File: src/logic/ehb_params.svh
/*
  Constants of the hex command bridge: command codes, response layout,
  stream register lists and SPI timing. Included by the design; the package does not include it.
  Assumes the includer pulls it in once per compilation unit.
*/
`ifndef EHB_PARAMS_SVH
`define EHB_PARAMS_SVH
`define EHB_CMD_WRITE   8'h02
`define EHB_CMD_READ    8'h03
`define EHB_CMD_BOOT    8'h04
`define EHB_CMD_STREAM  8'h06
`define EHB_CMD_STOP    8'h07
`define EHB_CMD_VER     8'h09
`define EHB_MODE_RPL    8'h20
`define EHB_MODE_HIRES  8'h38
`define EHB_MARK        8'h5a
// Converter registers read for each stream record
`define EHB_ADR_RES_STAT 8'h20
`define EHB_ADR_RES_HIGH 8'h22
`define EHB_ADR_RES_LOW  8'h21
`define EHB_ADR_IND_HIGH 8'h24
`define EHB_ADR_IND_LOW  8'h23
`define EHB_ADR_HR_STAT  8'h3b
`define EHB_ADR_HR_HIGH  8'h3a
`define EHB_ADR_HR_MID   8'h39
`define EHB_ADR_HR_LOW   8'h38
`define EHB_CHAR_CR     8'h0d
`define EHB_CHAR_LF     8'h0a
`define EHB_LINE_MAX    3'h6
`define EHB_LEN_ADDR    3'h4
`define EHB_RESP_LEN    4'h8
`define EHB_VER_LEN     4'ha
`define EHB_POS_WCONF   4'h1
`define EHB_POS_RDATA   4'h4
`define EHB_POS_VER     4'h6
`define EHB_REC_LAST    9'h1ff
`define EHB_RPL_READS   3'h5
`define EHB_HIRES_READS 3'h4
`define EHB_SPI_RD_BIT  8'h80
`define EHB_SPI_WR_MASK 8'h7f
`define EHB_SPI_DIV     3'h4
`define EHB_SPI_LAST    4'hf
// Firmware version value is arbitrary
`define EHB_FW_VERSION  32'h00010000
`define EHB_FIFO_DEPTH  8
`define EHB_FIFO_AW     3
`endif

File: src/logic/ehb_pkg.sv
/*
  Types of the hex command bridge.
  Assumes ehb_params.svh is on the include path.
*/
package ehb_pkg;
    typedef enum logic [2:0] {ST_IDLE, ST_REC, ST_SPI, ST_EMIT} ehb_state_e;
    typedef enum logic [1:0] {OP_WR, OP_RD, OP_STREAM, OP_VER} ehb_op_e;
endpackage

File: src/logic/ehb_bridge.sv
/*
  Hex command bridge: line parser, command sequencer, SPI master and the
  transmit FIFO. Assumes serial bytes arrive already deframed, one per
  RX_VALID pulse, and the converter speaks SPI mode 0 with a read bit in
  the address MSB.
*/
`timescale 1ns/100ps
`include "ehb_params.svh"

module ehb_fifo #(
    parameter int WIDTH = 8,
    parameter int DEPTH = `EHB_FIFO_DEPTH,
    parameter int AW    = `EHB_FIFO_AW
) (
    // Clock and reset
    input  wire logic             clk,
    input  wire logic             rst,
    // Fill side
    input  wire logic             in_valid,
    output logic                  in_ready,
    input  wire logic [WIDTH-1:0] in_data,
    // Drain side
    output logic                  out_valid,
    input  wire logic             out_ready,
    output logic [WIDTH-1:0]      out_data
);
    logic [WIDTH-1:0] mem [DEPTH];
    logic [AW:0]      wr_reg, wr_next, rd_reg, rd_next;
    logic             push, pop;

    // Extra pointer bit tells full from empty
    always_comb begin
        push     = in_valid && in_ready;
        pop      = out_valid && out_ready;
        in_ready = (wr_reg[AW] == rd_reg[AW]) || (wr_reg[AW-1:0] != rd_reg[AW-1:0]);
        out_valid = wr_reg != rd_reg;
        out_data = mem[rd_reg[AW-1:0]];
        wr_next  = push ? wr_reg + 1'b1 : wr_reg;
        rd_next  = pop ? rd_reg + 1'b1 : rd_reg;
    end

    always_ff @(posedge clk) begin
        if (rst) begin
            wr_reg <= '0;
            rd_reg <= '0;
        end else begin
            wr_reg <= wr_next;
            rd_reg <= rd_next;
        end
        if (push) begin
            mem[wr_reg[AW-1:0]] <= in_data;
        end
    end
endmodule

module ehb_bridge
    import ehb_pkg::*;
(
    // Clock and reset
    input  wire logic       CLK_SYS,
    input  wire logic       RST,
    // Serial receive bytes
    input  wire logic [7:0] RX_DATA,
    input  wire logic       RX_VALID,
    // Serial transmit bytes
    output logic [7:0]      TX_DATA,
    output logic            TX_VALID,
    input  wire logic       TX_READY,
    // Converter SPI
    output logic            SPI_SCLK,
    output logic            SPI_CS_N,
    output logic            SPI_MOSI,
    input  wire logic       SPI_MISO,
    // Boot loader hand-off
    output logic            BOOT_REQ
);
    function automatic logic is_hex(input logic [7:0] c);
        is_hex = (c >= "0" && c <= "9") || (c >= "A" && c <= "F") || (c >= "a" && c <= "f");
    endfunction

    function automatic logic [3:0] hex_val(input logic [7:0] c);
        logic [7:0] v;
        v = 8'h00;
        if (c <= "9") v = c - "0";
        else if (c <= "F") v = c - "A" + 8'h0a;
        else v = c - "a" + 8'h0a;
        hex_val = v[3:0];
    endfunction

    function automatic logic [7:0] stream_reg(input logic hires, input logic [2:0] i);
        logic [7:0] r;
        r = 8'h00;
        case ({hires, i})
            4'h0: r = `EHB_ADR_RES_STAT;   // resistance_status_reg
            4'h1: r = `EHB_ADR_RES_HIGH;   // resistance_result_high
            4'h2: r = `EHB_ADR_RES_LOW;    // resistance_result_low
            4'h3: r = `EHB_ADR_IND_HIGH;   // Inductance high
            4'h4: r = `EHB_ADR_IND_LOW;    // Inductance low
            4'h8: r = `EHB_ADR_HR_STAT;    // hires_status_reg
            4'h9: r = `EHB_ADR_HR_HIGH;    // hires_result_high
            4'ha: r = `EHB_ADR_HR_MID;     // hires_result_middle
            4'hb: r = `EHB_ADR_HR_LOW;     // hires_result_low
            default: r = 8'h00;
        endcase
        stream_reg = r;
    endfunction

    // Line parser state
    logic [7:0] ch_reg [`EHB_LINE_MAX];
    logic [7:0] ch_next [`EHB_LINE_MAX];
    logic [2:0] cnt_reg, cnt_next;
    logic       cr_reg, cr_next;
    logic       stb_reg, stb_next;

    // Keep at most six characters; longer lines keep their head only
    always_comb begin
        for (int i = 0; i < `EHB_LINE_MAX; i++) ch_next[i] = ch_reg[i];
        cnt_next = cnt_reg;
        cr_next  = cr_reg;
        stb_next = 1'b0;
        if (RX_VALID) begin
            if (RX_DATA == `EHB_CHAR_CR) begin
                cr_next = 1'b1;
            end else if (RX_DATA == `EHB_CHAR_LF && cr_reg) begin
                stb_next = 1'b1;
                cnt_next = 3'h0;
                cr_next  = 1'b0;
            end else begin
                cr_next = 1'b0;
                if (cnt_reg < `EHB_LINE_MAX) begin
                    ch_next[cnt_reg] = RX_DATA;
                    cnt_next = cnt_reg + 3'h1;
                end
            end
        end
    end

    always_ff @(posedge CLK_SYS) begin
        if (RST) begin
            for (int i = 0; i < `EHB_LINE_MAX; i++) ch_reg[i] <= 8'h00;
            cnt_reg <= 3'h0;
            cr_reg  <= 1'b0;
            stb_reg <= 1'b0;
        end else begin
            ch_reg  <= ch_next;
            cnt_reg <= cnt_next;
            cr_reg  <= cr_next;
            stb_reg <= stb_next;
        end
    end

    // Decoded line, held from the characters until the next line starts
    logic [2:0] len_reg;
    logic [7:0] code, addr, wdat;
    logic       code_ok, addr_ok, wdat_ok;
    always_ff @(posedge CLK_SYS) begin
        if (RST) len_reg <= 3'h0;
        else if (stb_next) len_reg <= cnt_reg;
    end
    always_comb begin
        code    = {hex_val(ch_reg[0]), hex_val(ch_reg[1])};
        addr    = {hex_val(ch_reg[2]), hex_val(ch_reg[3])};
        wdat    = {hex_val(ch_reg[4]), hex_val(ch_reg[5])};
        code_ok = len_reg >= 3'h2 && is_hex(ch_reg[0]) && is_hex(ch_reg[1]);
        addr_ok = len_reg >= `EHB_LEN_ADDR && is_hex(ch_reg[2]) && is_hex(ch_reg[3]);
        wdat_ok = len_reg >= `EHB_LINE_MAX && is_hex(ch_reg[4]) && is_hex(ch_reg[5]);
    end

    // SPI master state
    logic        spi_start;
    logic [15:0] spi_word;
    logic        busy_reg, busy_next, sclk_reg, sclk_next, csn_reg, csn_next;
    logic        mosi_reg, mosi_next, done_reg, done_next;
    logic [15:0] tx_reg, tx_next;
    logic [7:0]  rx_reg, rx_next;
    logic [2:0]  div_reg, div_next;
    logic [3:0]  bit_reg, bit_next;

    // Mode 0: sample on the rising edge, shift on the falling edge
    always_comb begin
        busy_next = busy_reg;
        sclk_next = sclk_reg;
        csn_next  = csn_reg;
        tx_next   = tx_reg;
        rx_next   = rx_reg;
        div_next  = div_reg;
        bit_next  = bit_reg;
        done_next = 1'b0;
        if (spi_start && !busy_reg) begin
            busy_next = 1'b1;
            csn_next  = 1'b0;
            tx_next   = spi_word;
            div_next  = 3'h0;
            bit_next  = 4'h0;
        end else if (busy_reg) begin
            div_next = div_reg + 3'h1;
            if (div_reg == `EHB_SPI_DIV - 3'h1) begin
                div_next = 3'h0;
                sclk_next = !sclk_reg;
                if (!sclk_reg) begin
                    rx_next = {rx_reg[6:0], SPI_MISO};
                end else begin
                    tx_next  = {tx_reg[14:0], 1'b0};
                    bit_next = bit_reg + 4'h1;
                    if (bit_reg == `EHB_SPI_LAST) begin
                        busy_next = 1'b0;
                        csn_next  = 1'b1;
                        done_next = 1'b1;
                    end
                end
            end
        end
        mosi_next = tx_next[15] && !csn_next;
    end

    always_ff @(posedge CLK_SYS) begin
        if (RST) begin
            busy_reg <= 1'b0;
            sclk_reg <= 1'b0;
            csn_reg  <= 1'b1;
            mosi_reg <= 1'b0;
            done_reg <= 1'b0;
            tx_reg   <= 16'h0000;
            rx_reg   <= 8'h00;
            div_reg  <= 3'h0;
            bit_reg  <= 4'h0;
        end else begin
            busy_reg <= busy_next;
            sclk_reg <= sclk_next;
            csn_reg  <= csn_next;
            mosi_reg <= mosi_next;
            done_reg <= done_next;
            tx_reg   <= tx_next;
            rx_reg   <= rx_next;
            div_reg  <= div_next;
            bit_reg  <= bit_next;
        end
    end

    // Sequencer state
    ehb_state_e st_reg, st_next;
    ehb_op_e    op_reg, op_next;
    logic [7:0] resp_reg [`EHB_VER_LEN];
    logic [7:0] resp_next [`EHB_VER_LEN];
    logic [3:0] len_out_reg, len_out_next, eix_reg, eix_next;
    logic       run_reg, run_next, hires_reg, hires_next, boot_reg, boot_next;
    logic [8:0] rec_reg, rec_next;
    logic [7:0] idx_reg, idx_next;
    logic [2:0] rix_reg, rix_next;
    logic       fifo_ready, push;
    logic [7:0] push_data;
    logic       cmd_ok;

    // A line is acted on only when its code is known and its fields are hex
    always_comb begin
        case (code)
            `EHB_CMD_WRITE:  cmd_ok = code_ok && addr_ok && wdat_ok;
            `EHB_CMD_READ:   cmd_ok = code_ok && addr_ok;
            `EHB_CMD_STREAM: cmd_ok = code_ok && addr_ok
                                      && (addr == `EHB_MODE_RPL || addr == `EHB_MODE_HIRES);
            `EHB_CMD_BOOT, `EHB_CMD_STOP, `EHB_CMD_VER: cmd_ok = code_ok;
            default:         cmd_ok = 1'b0;
        endcase
    end

    // Busy lines other than a stop are dropped; stop lets the record finish
    always_comb begin
        st_next      = st_reg;
        op_next      = op_reg;
        resp_next    = resp_reg;
        len_out_next = len_out_reg;
        eix_next     = eix_reg;
        run_next     = run_reg;
        hires_next   = hires_reg;
        rec_next     = rec_reg;
        idx_next     = idx_reg;
        rix_next     = rix_reg;
        boot_next    = 1'b0;
        spi_start    = 1'b0;
        spi_word     = 16'h0000;
        push         = 1'b0;
        push_data    = resp_reg[eix_reg];
        if (stb_reg && cmd_ok && code == `EHB_CMD_STOP) run_next = 1'b0;
        case (st_reg)
            ST_IDLE: begin
                if (stb_reg && cmd_ok) begin
                    for (int i = 0; i < `EHB_VER_LEN; i++) resp_next[i] = 8'h00;
                    len_out_next = `EHB_RESP_LEN;
                    eix_next = 4'h0;
                    case (code)
                        `EHB_CMD_WRITE: begin
                            spi_start = 1'b1;
                            spi_word  = {addr & `EHB_SPI_WR_MASK, wdat};
                            op_next   = OP_WR;
                            st_next   = ST_SPI;
                        end
                        `EHB_CMD_READ: begin
                            spi_start = 1'b1;
                            spi_word  = {addr | `EHB_SPI_RD_BIT, 8'h00};
                            op_next   = OP_RD;
                            st_next   = ST_SPI;
                        end
                        `EHB_CMD_STREAM: begin
                            hires_next = addr == `EHB_MODE_HIRES;
                            run_next = 1'b1;
                            rec_next = 9'h000;
                            idx_next = 8'h00;
                            rix_next = 3'h0;
                            op_next  = OP_STREAM;
                            st_next  = ST_REC;
                        end
                        `EHB_CMD_VER: begin
                            {resp_next[6], resp_next[7], resp_next[8], resp_next[9]}
                                = `EHB_FW_VERSION;
                            len_out_next = `EHB_VER_LEN;
                            op_next = OP_VER;
                            st_next = ST_EMIT;
                        end
                        `EHB_CMD_BOOT: boot_next = 1'b1;
                        default: ;
                    endcase
                end
            end
            ST_REC: begin
                spi_start = 1'b1;
                spi_word  = {stream_reg(hires_reg, rix_reg) | `EHB_SPI_RD_BIT, 8'h00};
                st_next   = ST_SPI;
            end
            ST_SPI: begin
                if (done_reg) begin
                    case (op_reg)
                        OP_WR: resp_next[`EHB_POS_WCONF] = tx_reg[15:8] | wdat;
                        OP_RD: resp_next[`EHB_POS_RDATA] = rx_reg;
                        default: resp_next[rix_reg] = rx_reg;
                    endcase
                    st_next = ST_EMIT;
                    if (op_reg == OP_STREAM) begin
                        rix_next = rix_reg + 3'h1;
                        if (!hires_reg && rix_reg == `EHB_RPL_READS - 3'h1) begin
                            resp_next[5] = `EHB_MARK;
                            resp_next[6] = idx_reg;
                            resp_next[7] = `EHB_MARK;
                        end else if (hires_reg && rix_reg == `EHB_HIRES_READS - 3'h1) begin
                            resp_next[4] = `EHB_MARK;
                            resp_next[5] = idx_reg;
                            resp_next[6] = `EHB_MARK;
                            resp_next[7] = `EHB_MARK;
                        end else begin
                            st_next = ST_REC;
                        end
                    end
                end
            end
            ST_EMIT: begin
                push = 1'b1;
                if (fifo_ready) begin
                    eix_next = eix_reg + 4'h1;
                    if (eix_reg == len_out_reg - 4'h1) begin
                        eix_next = 4'h0;
                        rix_next = 3'h0;
                        st_next  = ST_IDLE;
                        if (op_reg == OP_STREAM && run_next && rec_reg != `EHB_REC_LAST) begin
                            rec_next = rec_reg + 9'h001;
                            idx_next = idx_reg + 8'h01;
                            st_next  = ST_REC;
                        end else if (op_reg == OP_STREAM) begin
                            run_next = 1'b0;
                        end
                    end
                end
            end
            default: st_next = ST_IDLE;
        endcase
    end

    always_ff @(posedge CLK_SYS) begin
        if (RST) begin
            st_reg      <= ST_IDLE;
            op_reg      <= OP_WR;
            for (int i = 0; i < `EHB_VER_LEN; i++) resp_reg[i] <= 8'h00;
            len_out_reg <= `EHB_RESP_LEN;
            eix_reg     <= 4'h0;
            run_reg     <= 1'b0;
            hires_reg   <= 1'b0;
            rec_reg     <= 9'h000;
            idx_reg     <= 8'h00;
            rix_reg     <= 3'h0;
            boot_reg    <= 1'b0;
        end else begin
            st_reg      <= st_next;
            op_reg      <= op_next;
            resp_reg    <= resp_next;
            len_out_reg <= len_out_next;
            eix_reg     <= eix_next;
            run_reg     <= run_next;
            hires_reg   <= hires_next;
            rec_reg     <= rec_next;
            idx_reg     <= idx_next;
            rix_reg     <= rix_next;
            boot_reg    <= boot_next;
        end
    end

    // FIFO read side is registered storage; its ready stalls emission
    ehb_fifo #(.WIDTH(8), .DEPTH(`EHB_FIFO_DEPTH), .AW(`EHB_FIFO_AW)) u_txq (
        .clk       (CLK_SYS),
        .rst       (RST),
        .in_valid  (push),
        .in_ready  (fifo_ready),
        .in_data   (push_data),
        .out_valid (TX_VALID),
        .out_ready (TX_READY),
        .out_data  (TX_DATA)
    );

    assign SPI_SCLK = sclk_reg;
    assign SPI_CS_N = csn_reg;
    assign SPI_MOSI = mosi_reg;
    assign BOOT_REQ = boot_reg;

    // Checks on the sequencer and parser
    a_line_end: assert property (@(posedge CLK_SYS) disable iff (RST)
        stb_reg |-> $past(RX_VALID) && $past(RX_DATA) == `EHB_CHAR_LF)
        else $error("line ended without line feed");
    a_wr_confirm: assert property (@(posedge CLK_SYS) disable iff (RST)
        (st_reg == ST_EMIT && op_reg == OP_WR && eix_reg == 4'h1 && fifo_ready)
        |-> push_data == wdat)
        else $error("write echo not in position 1");
    a_zero_fill: assert property (@(posedge CLK_SYS) disable iff (RST)
        (st_reg == ST_EMIT && ((op_reg == OP_WR && eix_reg != `EHB_POS_WCONF)
         || (op_reg == OP_RD && eix_reg != `EHB_POS_RDATA))) |-> push_data == 8'h00)
        else $error("unused response byte not zero");
    a_rd_capture: assert property (@(posedge CLK_SYS) disable iff (RST)
        (done_reg && st_reg == ST_SPI && op_reg == OP_RD)
        |=> resp_reg[`EHB_POS_RDATA] == $past(rx_reg) && st_reg == ST_EMIT)
        else $error("read byte not in position 4");
    a_rpl_marks: assert property (@(posedge CLK_SYS) disable iff (RST)
        (st_reg == ST_EMIT && op_reg == OP_STREAM && !hires_reg
         && (eix_reg == 4'h5 || eix_reg == 4'h7)) |-> push_data == `EHB_MARK)
        else $error("resistance record marker wrong");
    a_hires_marks: assert property (@(posedge CLK_SYS) disable iff (RST)
        (st_reg == ST_EMIT && op_reg == OP_STREAM && hires_reg && eix_reg != 4'h5
         && eix_reg >= 4'h4) |-> push_data == `EHB_MARK)
        else $error("high-resolution record marker wrong");
    a_bad_no_spi: assert property (@(posedge CLK_SYS) disable iff (RST)
        (stb_reg && !cmd_ok && st_reg == ST_IDLE) |=> !busy_reg && st_reg == ST_IDLE)
        else $error("discarded line started SPI");
    a_stop_halts: assert property (@(posedge CLK_SYS) disable iff (RST)
        (stb_reg && cmd_ok && code == `EHB_CMD_STOP) |=> !run_reg)
        else $error("stop did not halt stream");
    a_boot_pulse: assert property (@(posedge CLK_SYS) disable iff (RST)
        (stb_reg && cmd_ok && code == `EHB_CMD_BOOT && st_reg == ST_IDLE)
        |=> BOOT_REQ ##1 !BOOT_REQ && st_reg == ST_IDLE)
        else $error("boot request not a single pulse");
endmodule

File: config.mk
export PLATFORM = sky130hd
export DESIGN_NAME = ehb_bridge
export DESIGN_NICKNAME = d
export VERILOG_FILES = /design/src/logic/ehb_pkg.sv /design/src/logic/ehb_bridge.sv
export VERILOG_INCLUDE_DIRS = /design/src /design/src/logic
export SDC_FILE = /design/constraint.sdc
export NUM_CORES = 1
export LEC_CHECK = 0
export ABC_AREA = 1
export BUFFER_PORTS_ARGS = -buffer_cell sky130_fd_sc_hd__buf_2
export CAP_MARGIN = 5
export CORE_MARGIN = 2
export CORE_UTILIZATION = 45
export CTS_BUF_LIST = sky130_fd_sc_hd__clkbuf_2 sky130_fd_sc_hd__clkbuf_4 sky130_fd_sc_hd__clkbuf_8
export CTS_CLUSTER_DIAMETER = 30
export DETAILED_ROUTE_END_ITERATION = 10
export GPL_TIMING_DRIVEN = 0
export MAX_ROUTING_LAYER = met4
export SYNTH_ARGS = -nofsm -noshare
export SYNTH_HDL_FRONTEND = slang
export SYNTH_SLANG_ARGS = --single-unit
File: constraint.sdc
create_clock -name CLK_SYS -period 3.74 [get_ports CLK_SYS]
set_clock_uncertainty 0.1 [all_clocks]
set_input_delay 0.187 -clock CLK_SYS [delete_from_list [all_inputs] [get_ports CLK_SYS]]
set_output_delay 0.187 -clock CLK_SYS [all_outputs]
set_load 0.05 [all_outputs]
# [Yosys cells after proc, flatten, opt, wreduce, memory -nomap -nowiden]
# Memories as Yosys holds them, arrays and structs flattened. A register that Yosys moved wholly into a read port is not among the register bits.
# Index checks and enable logic that the tools add are counted.
[word_totals] mem_bits_ro=96 ram_bits=64 latchBits=0 ff_bits=216 n_memories=2 in_bits=13 word_cells=377
[op_classes] add_sub_neg=40 bitwise=12 mux=112 n_shift=0 div_mod_pow=0 order_cmp=45 reduce_logical=90 n_mul=0 n_eq_ne=34
[mem_list] memory="(no name shown)" words=16 width=6 read_ports=1 rd_ports_with_merged_regs=0 write_ports=0 line="ehb_bridge.sv:93" rtl="case ({hires, i})"
[mem_list] memory="u_txq.mem" words=8 width=8 read_ports=1 rd_ports_with_merged_regs=1 write_ports=1 line="ehb_bridge.sv:27" rtl="logic [WIDTH-1:0] mem [DEPTH];"
[op_table] cell="80-bit two-way mux" n=2
[op_table] cell="80-bit case mux with 2 select lines" n=1
[op_table] cell="8-bit by 7-bit >= comparator with 1-bit output, second input constant" n=12
[op_table] cell="8-bit by 7-bit <= comparator with 1-bit output, second input constant" n=12
[op_table] cell="16-bit two-way mux" n=6
[op_table] cell="8-bit two-way mux" n=11
[op_table] cell="80-bit bitwise mux" n=1
[op_table] cell="4-bit by 1-bit subtractor with 4-bit output, second input constant" n=19
[op_table] cell="32-bit two-way mux" n=2
[op_table] cell="16-bit case mux with 2 select lines" n=2
[op_table] cell="4-bit two-way mux" n=15
[op_table] cell="4-bit adder, second input constant" n=12
[op_table] cell="48-bit bitwise mux" n=1
[op_table] cell="8-bit by 6-bit >= comparator with 1-bit output, second input constant" n=6
[op_table] cell="8-bit by 6-bit <= comparator with 1-bit output, second input constant" n=6
[op_table] cell="8-bit case mux with 2 select lines" n=3
[op_table] cell="3-bit two-way mux" n=15
[op_table] cell="9-bit two-way mux" n=5
[op_table] cell="1-bit logical AND" n=40
[op_table] cell="40-bit two-way mux" n=1
[op_table] cell="8-bit binary-select mux with 4-bit select" n=1
[op_table] cell="8-bit demux with 4-bit select" n=1
[op_table] cell="1-bit two-way mux" n=29
[op_table] cell="8-bit demux with 3-bit select" n=1
[op_table] cell="59 further kinds" n=129

# [Longest topological paths before layout]
[depth] word_depth=18 mapped_depth=26 mapped_depth_nobuf=26

# [Modules after synthesis]
# A second synthesis with hierarchy kept.
[hier_totals] hier_cells=1858 area_unflattened_um2=14000.9
[modules_own_cells] module="ehb_bridge" area_each_um2=10876.7 seq_area_each_um2=3743.6 cells_each=1601 n_inst=1
[modules_own_cells] module="ehb_fifo" area_each_um2=3124.2 seq_area_each_um2=2142.1 cells_each=257 n_inst=1

# [Worst setup path before layout]
# Ideal clock, no wire load.
[synth_path] path_type="register to register" start="register ch_reg[32] (netlist name)" end="register tx_reg[13]" synth_period_minus_slack_ns=2.708 setup_ns=0.116 stages_incl_launch_ff=22 t_arrival_ns=2.492 path_slack_ns=1.032 t_required_ns=3.524 cell_sequence="dfxtp_1 inv_1 ha_1 o21ai_2 nand2_1 nand2_4 nand2_1 nand2_2 inv_1 nor3_1 nand2_2 nand2_1 inv_1 nand2_2 inv_2 nand2_4 nand4_2 nand2_2 nand2_4 buf_4 o21ai_0 nor2_1"
[synth_via] elab_chain_len=14
[synth_lines] item="start, declared" line="ehb_bridge.sv:109" rtl="logic [7:0] ch_reg [`EHB_LINE_MAX];"
[synth_lines] item="start signal, assigned" line="ehb_bridge.sv:145" rtl="ch_reg <= ch_next;"
[synth_lines] item="parallel branches: the longest is 14 deep, another holds 4-bit by 1-bit subtractor with 4-bit output"
[synth_lines] item="end signal, assigned" line="ehb_bridge.sv:233" rtl="tx_reg <= tx_next;"
[synth_lines] item="end, declared" line="ehb_bridge.sv:174" rtl="logic [15:0] tx_reg, tx_next;"
# Parallel ways; which one is timed is not known.
# A chain may end at the register's enable or synchronous reset.

# [Final worst setup path]
[layout_path] start="register ch_reg[40] (netlist name)" end="register resp_reg[55] (netlist name)"
[layout_via] elab_chain_len=12
[layout_lines] item="parallel branches: the longest is 8 deep, another holds 4-bit by 1-bit subtractor with 4-bit output"
[layout_lines] item="1-bit case mux with 4 select lines *" line="ehb_bridge.sv:256" rtl="case (code)"
[layout_lines] item="1-bit logical AND *" line="ehb_bridge.sv:286" rtl="if (stb_reg && cmd_ok) begin"
[layout_lines] item="2-bit != test (no line) *"
[layout_lines] item="4-bit AND reduction (no line) *"
[layout_lines] item="end signal, assigned" line="ehb_bridge.sv:392" rtl="resp_reg <= resp_next;"
[layout_lines] item="end, declared" line="ehb_bridge.sv:243" rtl="logic [7:0] resp_reg [`EHB_VER_LEN];"
# Every way passes the cells marked *.

==> results.yml <==
global_routing:
  grt-ovfl-total: 0
  grt_util_all_layers_pct: 26.62
  antenna_found_initial: 0
  grt_max_degree: 11
  grt_pass1_wl_mm: 67.18
  grt_pass1_vias: 12550
sta:
  fin_setup_tns_ns: 0
  post-route-period-util_pct: 89.03
  final.setup.worst_slack_ns: 0.4102
  slew_violations: 0
  fin_crit_ns: 3.330
  rsz0062_at_grt: "false"
  worstMarginPinSlew_ns: 1.341
  hold_violations: 0
  clock.fmax_mhz: 300.3
  max_slew_margin_pct: 9.996
  setup_viol: 0
detailed_routing:
  drt-initial-drc-count: 1216
  dr_wl_met3_mm: 3.023
  drcViolationCount: 0
  postRouteWirelength_mm: 43.07
  drtAntennaViolNets: 0
  dr_wl_met2_mm: 19.88
  routedWlPerCell_um: 17.59
  vias: 13490
  wl_met1_mm: 19.02
  viasPerCell: 5.509
  topRoutingLayerUsed: "met4"
  drt_first_pass_iters: 5
clock_network:
  clockBufferDepth: 3
  worstSkewPairLatency_ns: 0.60
  cts_tree: "done"
  cts_root_buf: "clkbuf_8"
  htreeDepth: 3
  numCtsBuffers: 70
  cts.sink_count: 262
  clkTransAtPathRegs_ns: 0.05
  post-cts-setup-buffers: 0
worst_hold_path:
  hold_start: "RX_DATA[1]"
  hold_end: "ch_reg[1]$_SDFFE_PP0P_"
  min_path_type: "in -> reg"
  holdPathStages: 3
setup_path:
  slowest_stage: "o2111ai_1"
  critPathLaunch: "ch_reg[40]$_SDFFE_PP0P_"
  worstSetupPathType: "reg -> reg"
  r2r_setup_slack_ns: 0.41
  cp.arrival_ns: 3.67
  r2r-end: "resp_reg[55]$_SDFFE_PP0P_"
  reg2regPathDepth: 20
  start_kind: "register"
  cp_cell_sequence: "inv_1, ha_1, nand2_4, nand2_4, o21ai_4, nand2_2, nand2_1, nand2_2, nor2_4, nand2_4, inv_4, nand4_1, nand2_2, inv_2, nand2_4, nand2_4, nand2_8, o2111ai_1, nand2_1, a21oi_2"
  r2r-start: "ch_reg[40]$_SDFFE_PP0P_"
  required_ns: 4.08
  slowest_delay_ns: 0.52
  path_common_cell: "nand2_4"
  end_kind: "register"
  path_max_fanout: 8
flow_run:
  maxCapViolCount: 0
yosys:
  synth_flop_cell: "dfxtp_1"
  yosysSeqAreaShare_pct: 42.19
  synth_seq_cells: 262
  synth_area_per_cell_um2: 7.370
  synth_edf_count: 64
  syn-cell-area_mm2: 0.01395
  synth_top_area_share_pct: 28.41
  synthArstFlopShare_pct: 0
  synth_most_common_cell: "nand2_1"
  yosysWarnings: 0
  synth_top_area_cell: "dfxtp_1"
  yosys-top-cells-area: "dfxtp_1 (28%), edfxtp_1 (14%), nand2_1 (8.4%)"
  synth_top_cells_by_count: "nand2_1 (312), nor2_1 (259), o21ai_0 (232)"
  netlist_instances: 1893
  synth_fp_nets: 1949
  synthDistinctLibCells: 55
layout:
  area.growth.synth_to_final_pct: 17.25
  drive_gt1_share_pct: 11.50
  final_area_mm2: 0.01636
  n_antenna_cell: 0
  final_nets: 2055
  fin_util_pct: 53.47
  fill_cells: 3013
die:
  row_count: 64
  io_pins: 26
  core_region_area_mm2: 0.03059
  die_h_um: 180.1
  dieWidth_um: 180.1
  dieArea_mm2: 0.03243
  initial_core_util_pct: 45.61
placed_design:
  routabilityCongestion: 0.9755
  port_buffers: 23
  place_ws_ns: 0.4489
  detailed_place.area_mm2: 0.01456
  hpwlAfterDp_mm: 30.54
pwr:
  power_density_mw_per_mm2: 486.6
  leakagePower_nw: 6.296
  ir_drop_v: 0.0002640
status:
  run_status: "finished clean"
==> stage by stage <==
step	cells	hold WS (ns)	power, W
2_1_floorplan	1893	0.2219	0.003425
5_1_grt	2449	0.1432	0.008247
6_report	2449	0.1238	0.007959
3_5_place_dp	2312	0.3154	0.003597
4_1_cts	2449	0.1071	0.008016
3_3_place_gp	2312	0.3119	0.003592
==> cell type report <==
type / count / area [um2] / share of cell area, %
multi-input cells: 1369 / 7014 / 42.88
flip-flops and latches: 262 / 5886 / 35.98
clock buffers: 93 / 1205 / 7.366
inverters: 182 / 690.7 / 4.222
well taps: 396 / 495.5 / 3.029
clock inverters: 33 / 480.5 / 2.937
plain buffers: 80 / 360.3 / 2.203
repair buffers: 34 / 225.2 / 1.377
==> metal layers <==
layer | up-vias | GRT usage (%)
met5 | - | -
met2 | 494 | 42.47
li1 | 6605 | -
met3 | 101 | 4.568
met1 | 6292 | 34.11
met4 | 0 | 9.645
==> cells in the final DEF (no fill, tap or decap), types with 7 or more instances in the layout <==
cell	count
a21oi_1	185
o21ai_0	232
o22ai_1	21
clkbuf_1	60
a21oi_2	8
clkbuf_4	12
bufinv_16	11
nand3_1	133
nor2_1	259
dlygate4sd3_1	11
inv_2	10
inv_1	165
edfxtp_1	64
a31oi_1	19
xor2_1	26
clkinv_2	11
clkinvlp_4	7
nand4_1	21
ha_1	43
nand2_2	21
nand2_4	10
clkbuf_8	81
nor3_1	17
nand2_1	312
buf_2	32
o221ai_1	7
dfxtp_1	198
==> critical path: cells and delay by family (launching register included) <==
kind	cells	cell delay (ns)
adder cells (fa/ha/maj)	1	0.26
flip-flops	1	0.42
AND/OR/NAND/NOR	13	1.42
buffers and inverters	3	0.25
AO/OA/AOI/OAI	3	0.76
==> timing repair <==
action | 4_1_cts | 5_1_grt
gates resized for setup | 0 | 0
hold buffers | 11 | 0
endpoints found under the hold margin | 49 | 0
==> power breakdown <==
| part | leakage, nW | switching, W | internal (W) | total, W |
|---|---|---|---|---|
| Clock | 0.860 | 0.00153 | 0.00288 | 0.00441 |
| Sequential | 2.18 | 0.0000324 | 0.00292 | 0.00295 |
| Combinational | 3.26 | 0.000432 | 0.000168 | 0.000600 |
| Total | 6.30 | 0.00199 | 0.00597 | 0.00796 |
==> worst max path at each step <==
stage          slack, ns                         to
6_report            0.41  resp_reg[55]$_SDFFE_PP0P_
5_1_grt             0.17    rix_reg[2]$_SDFFE_PP0P_
4_1_cts             0.42  resp_reg[79]$_SDFFE_PP0P_
3_5_place_dp        0.45    idx_reg[7]$_SDFFE_PP0P_
3_3_place_gp        0.47    idx_reg[7]$_SDFFE_PP0P_
2_1_floorplan       1.03    tx_reg[13]$_SDFFE_PP0P_
==> cell families after synthesis <==
kind of cell,share of synthesized area [%]
and+or+nand+nor,24.98
AOI/OAI and AO/OA,19.43
buffers and inverters,7.534
DFF,42.19
adders and majority gates,3.857
xor gates and xnor gates,1.946
muxes,0.07175
Power figures use the tool's default switching activity.
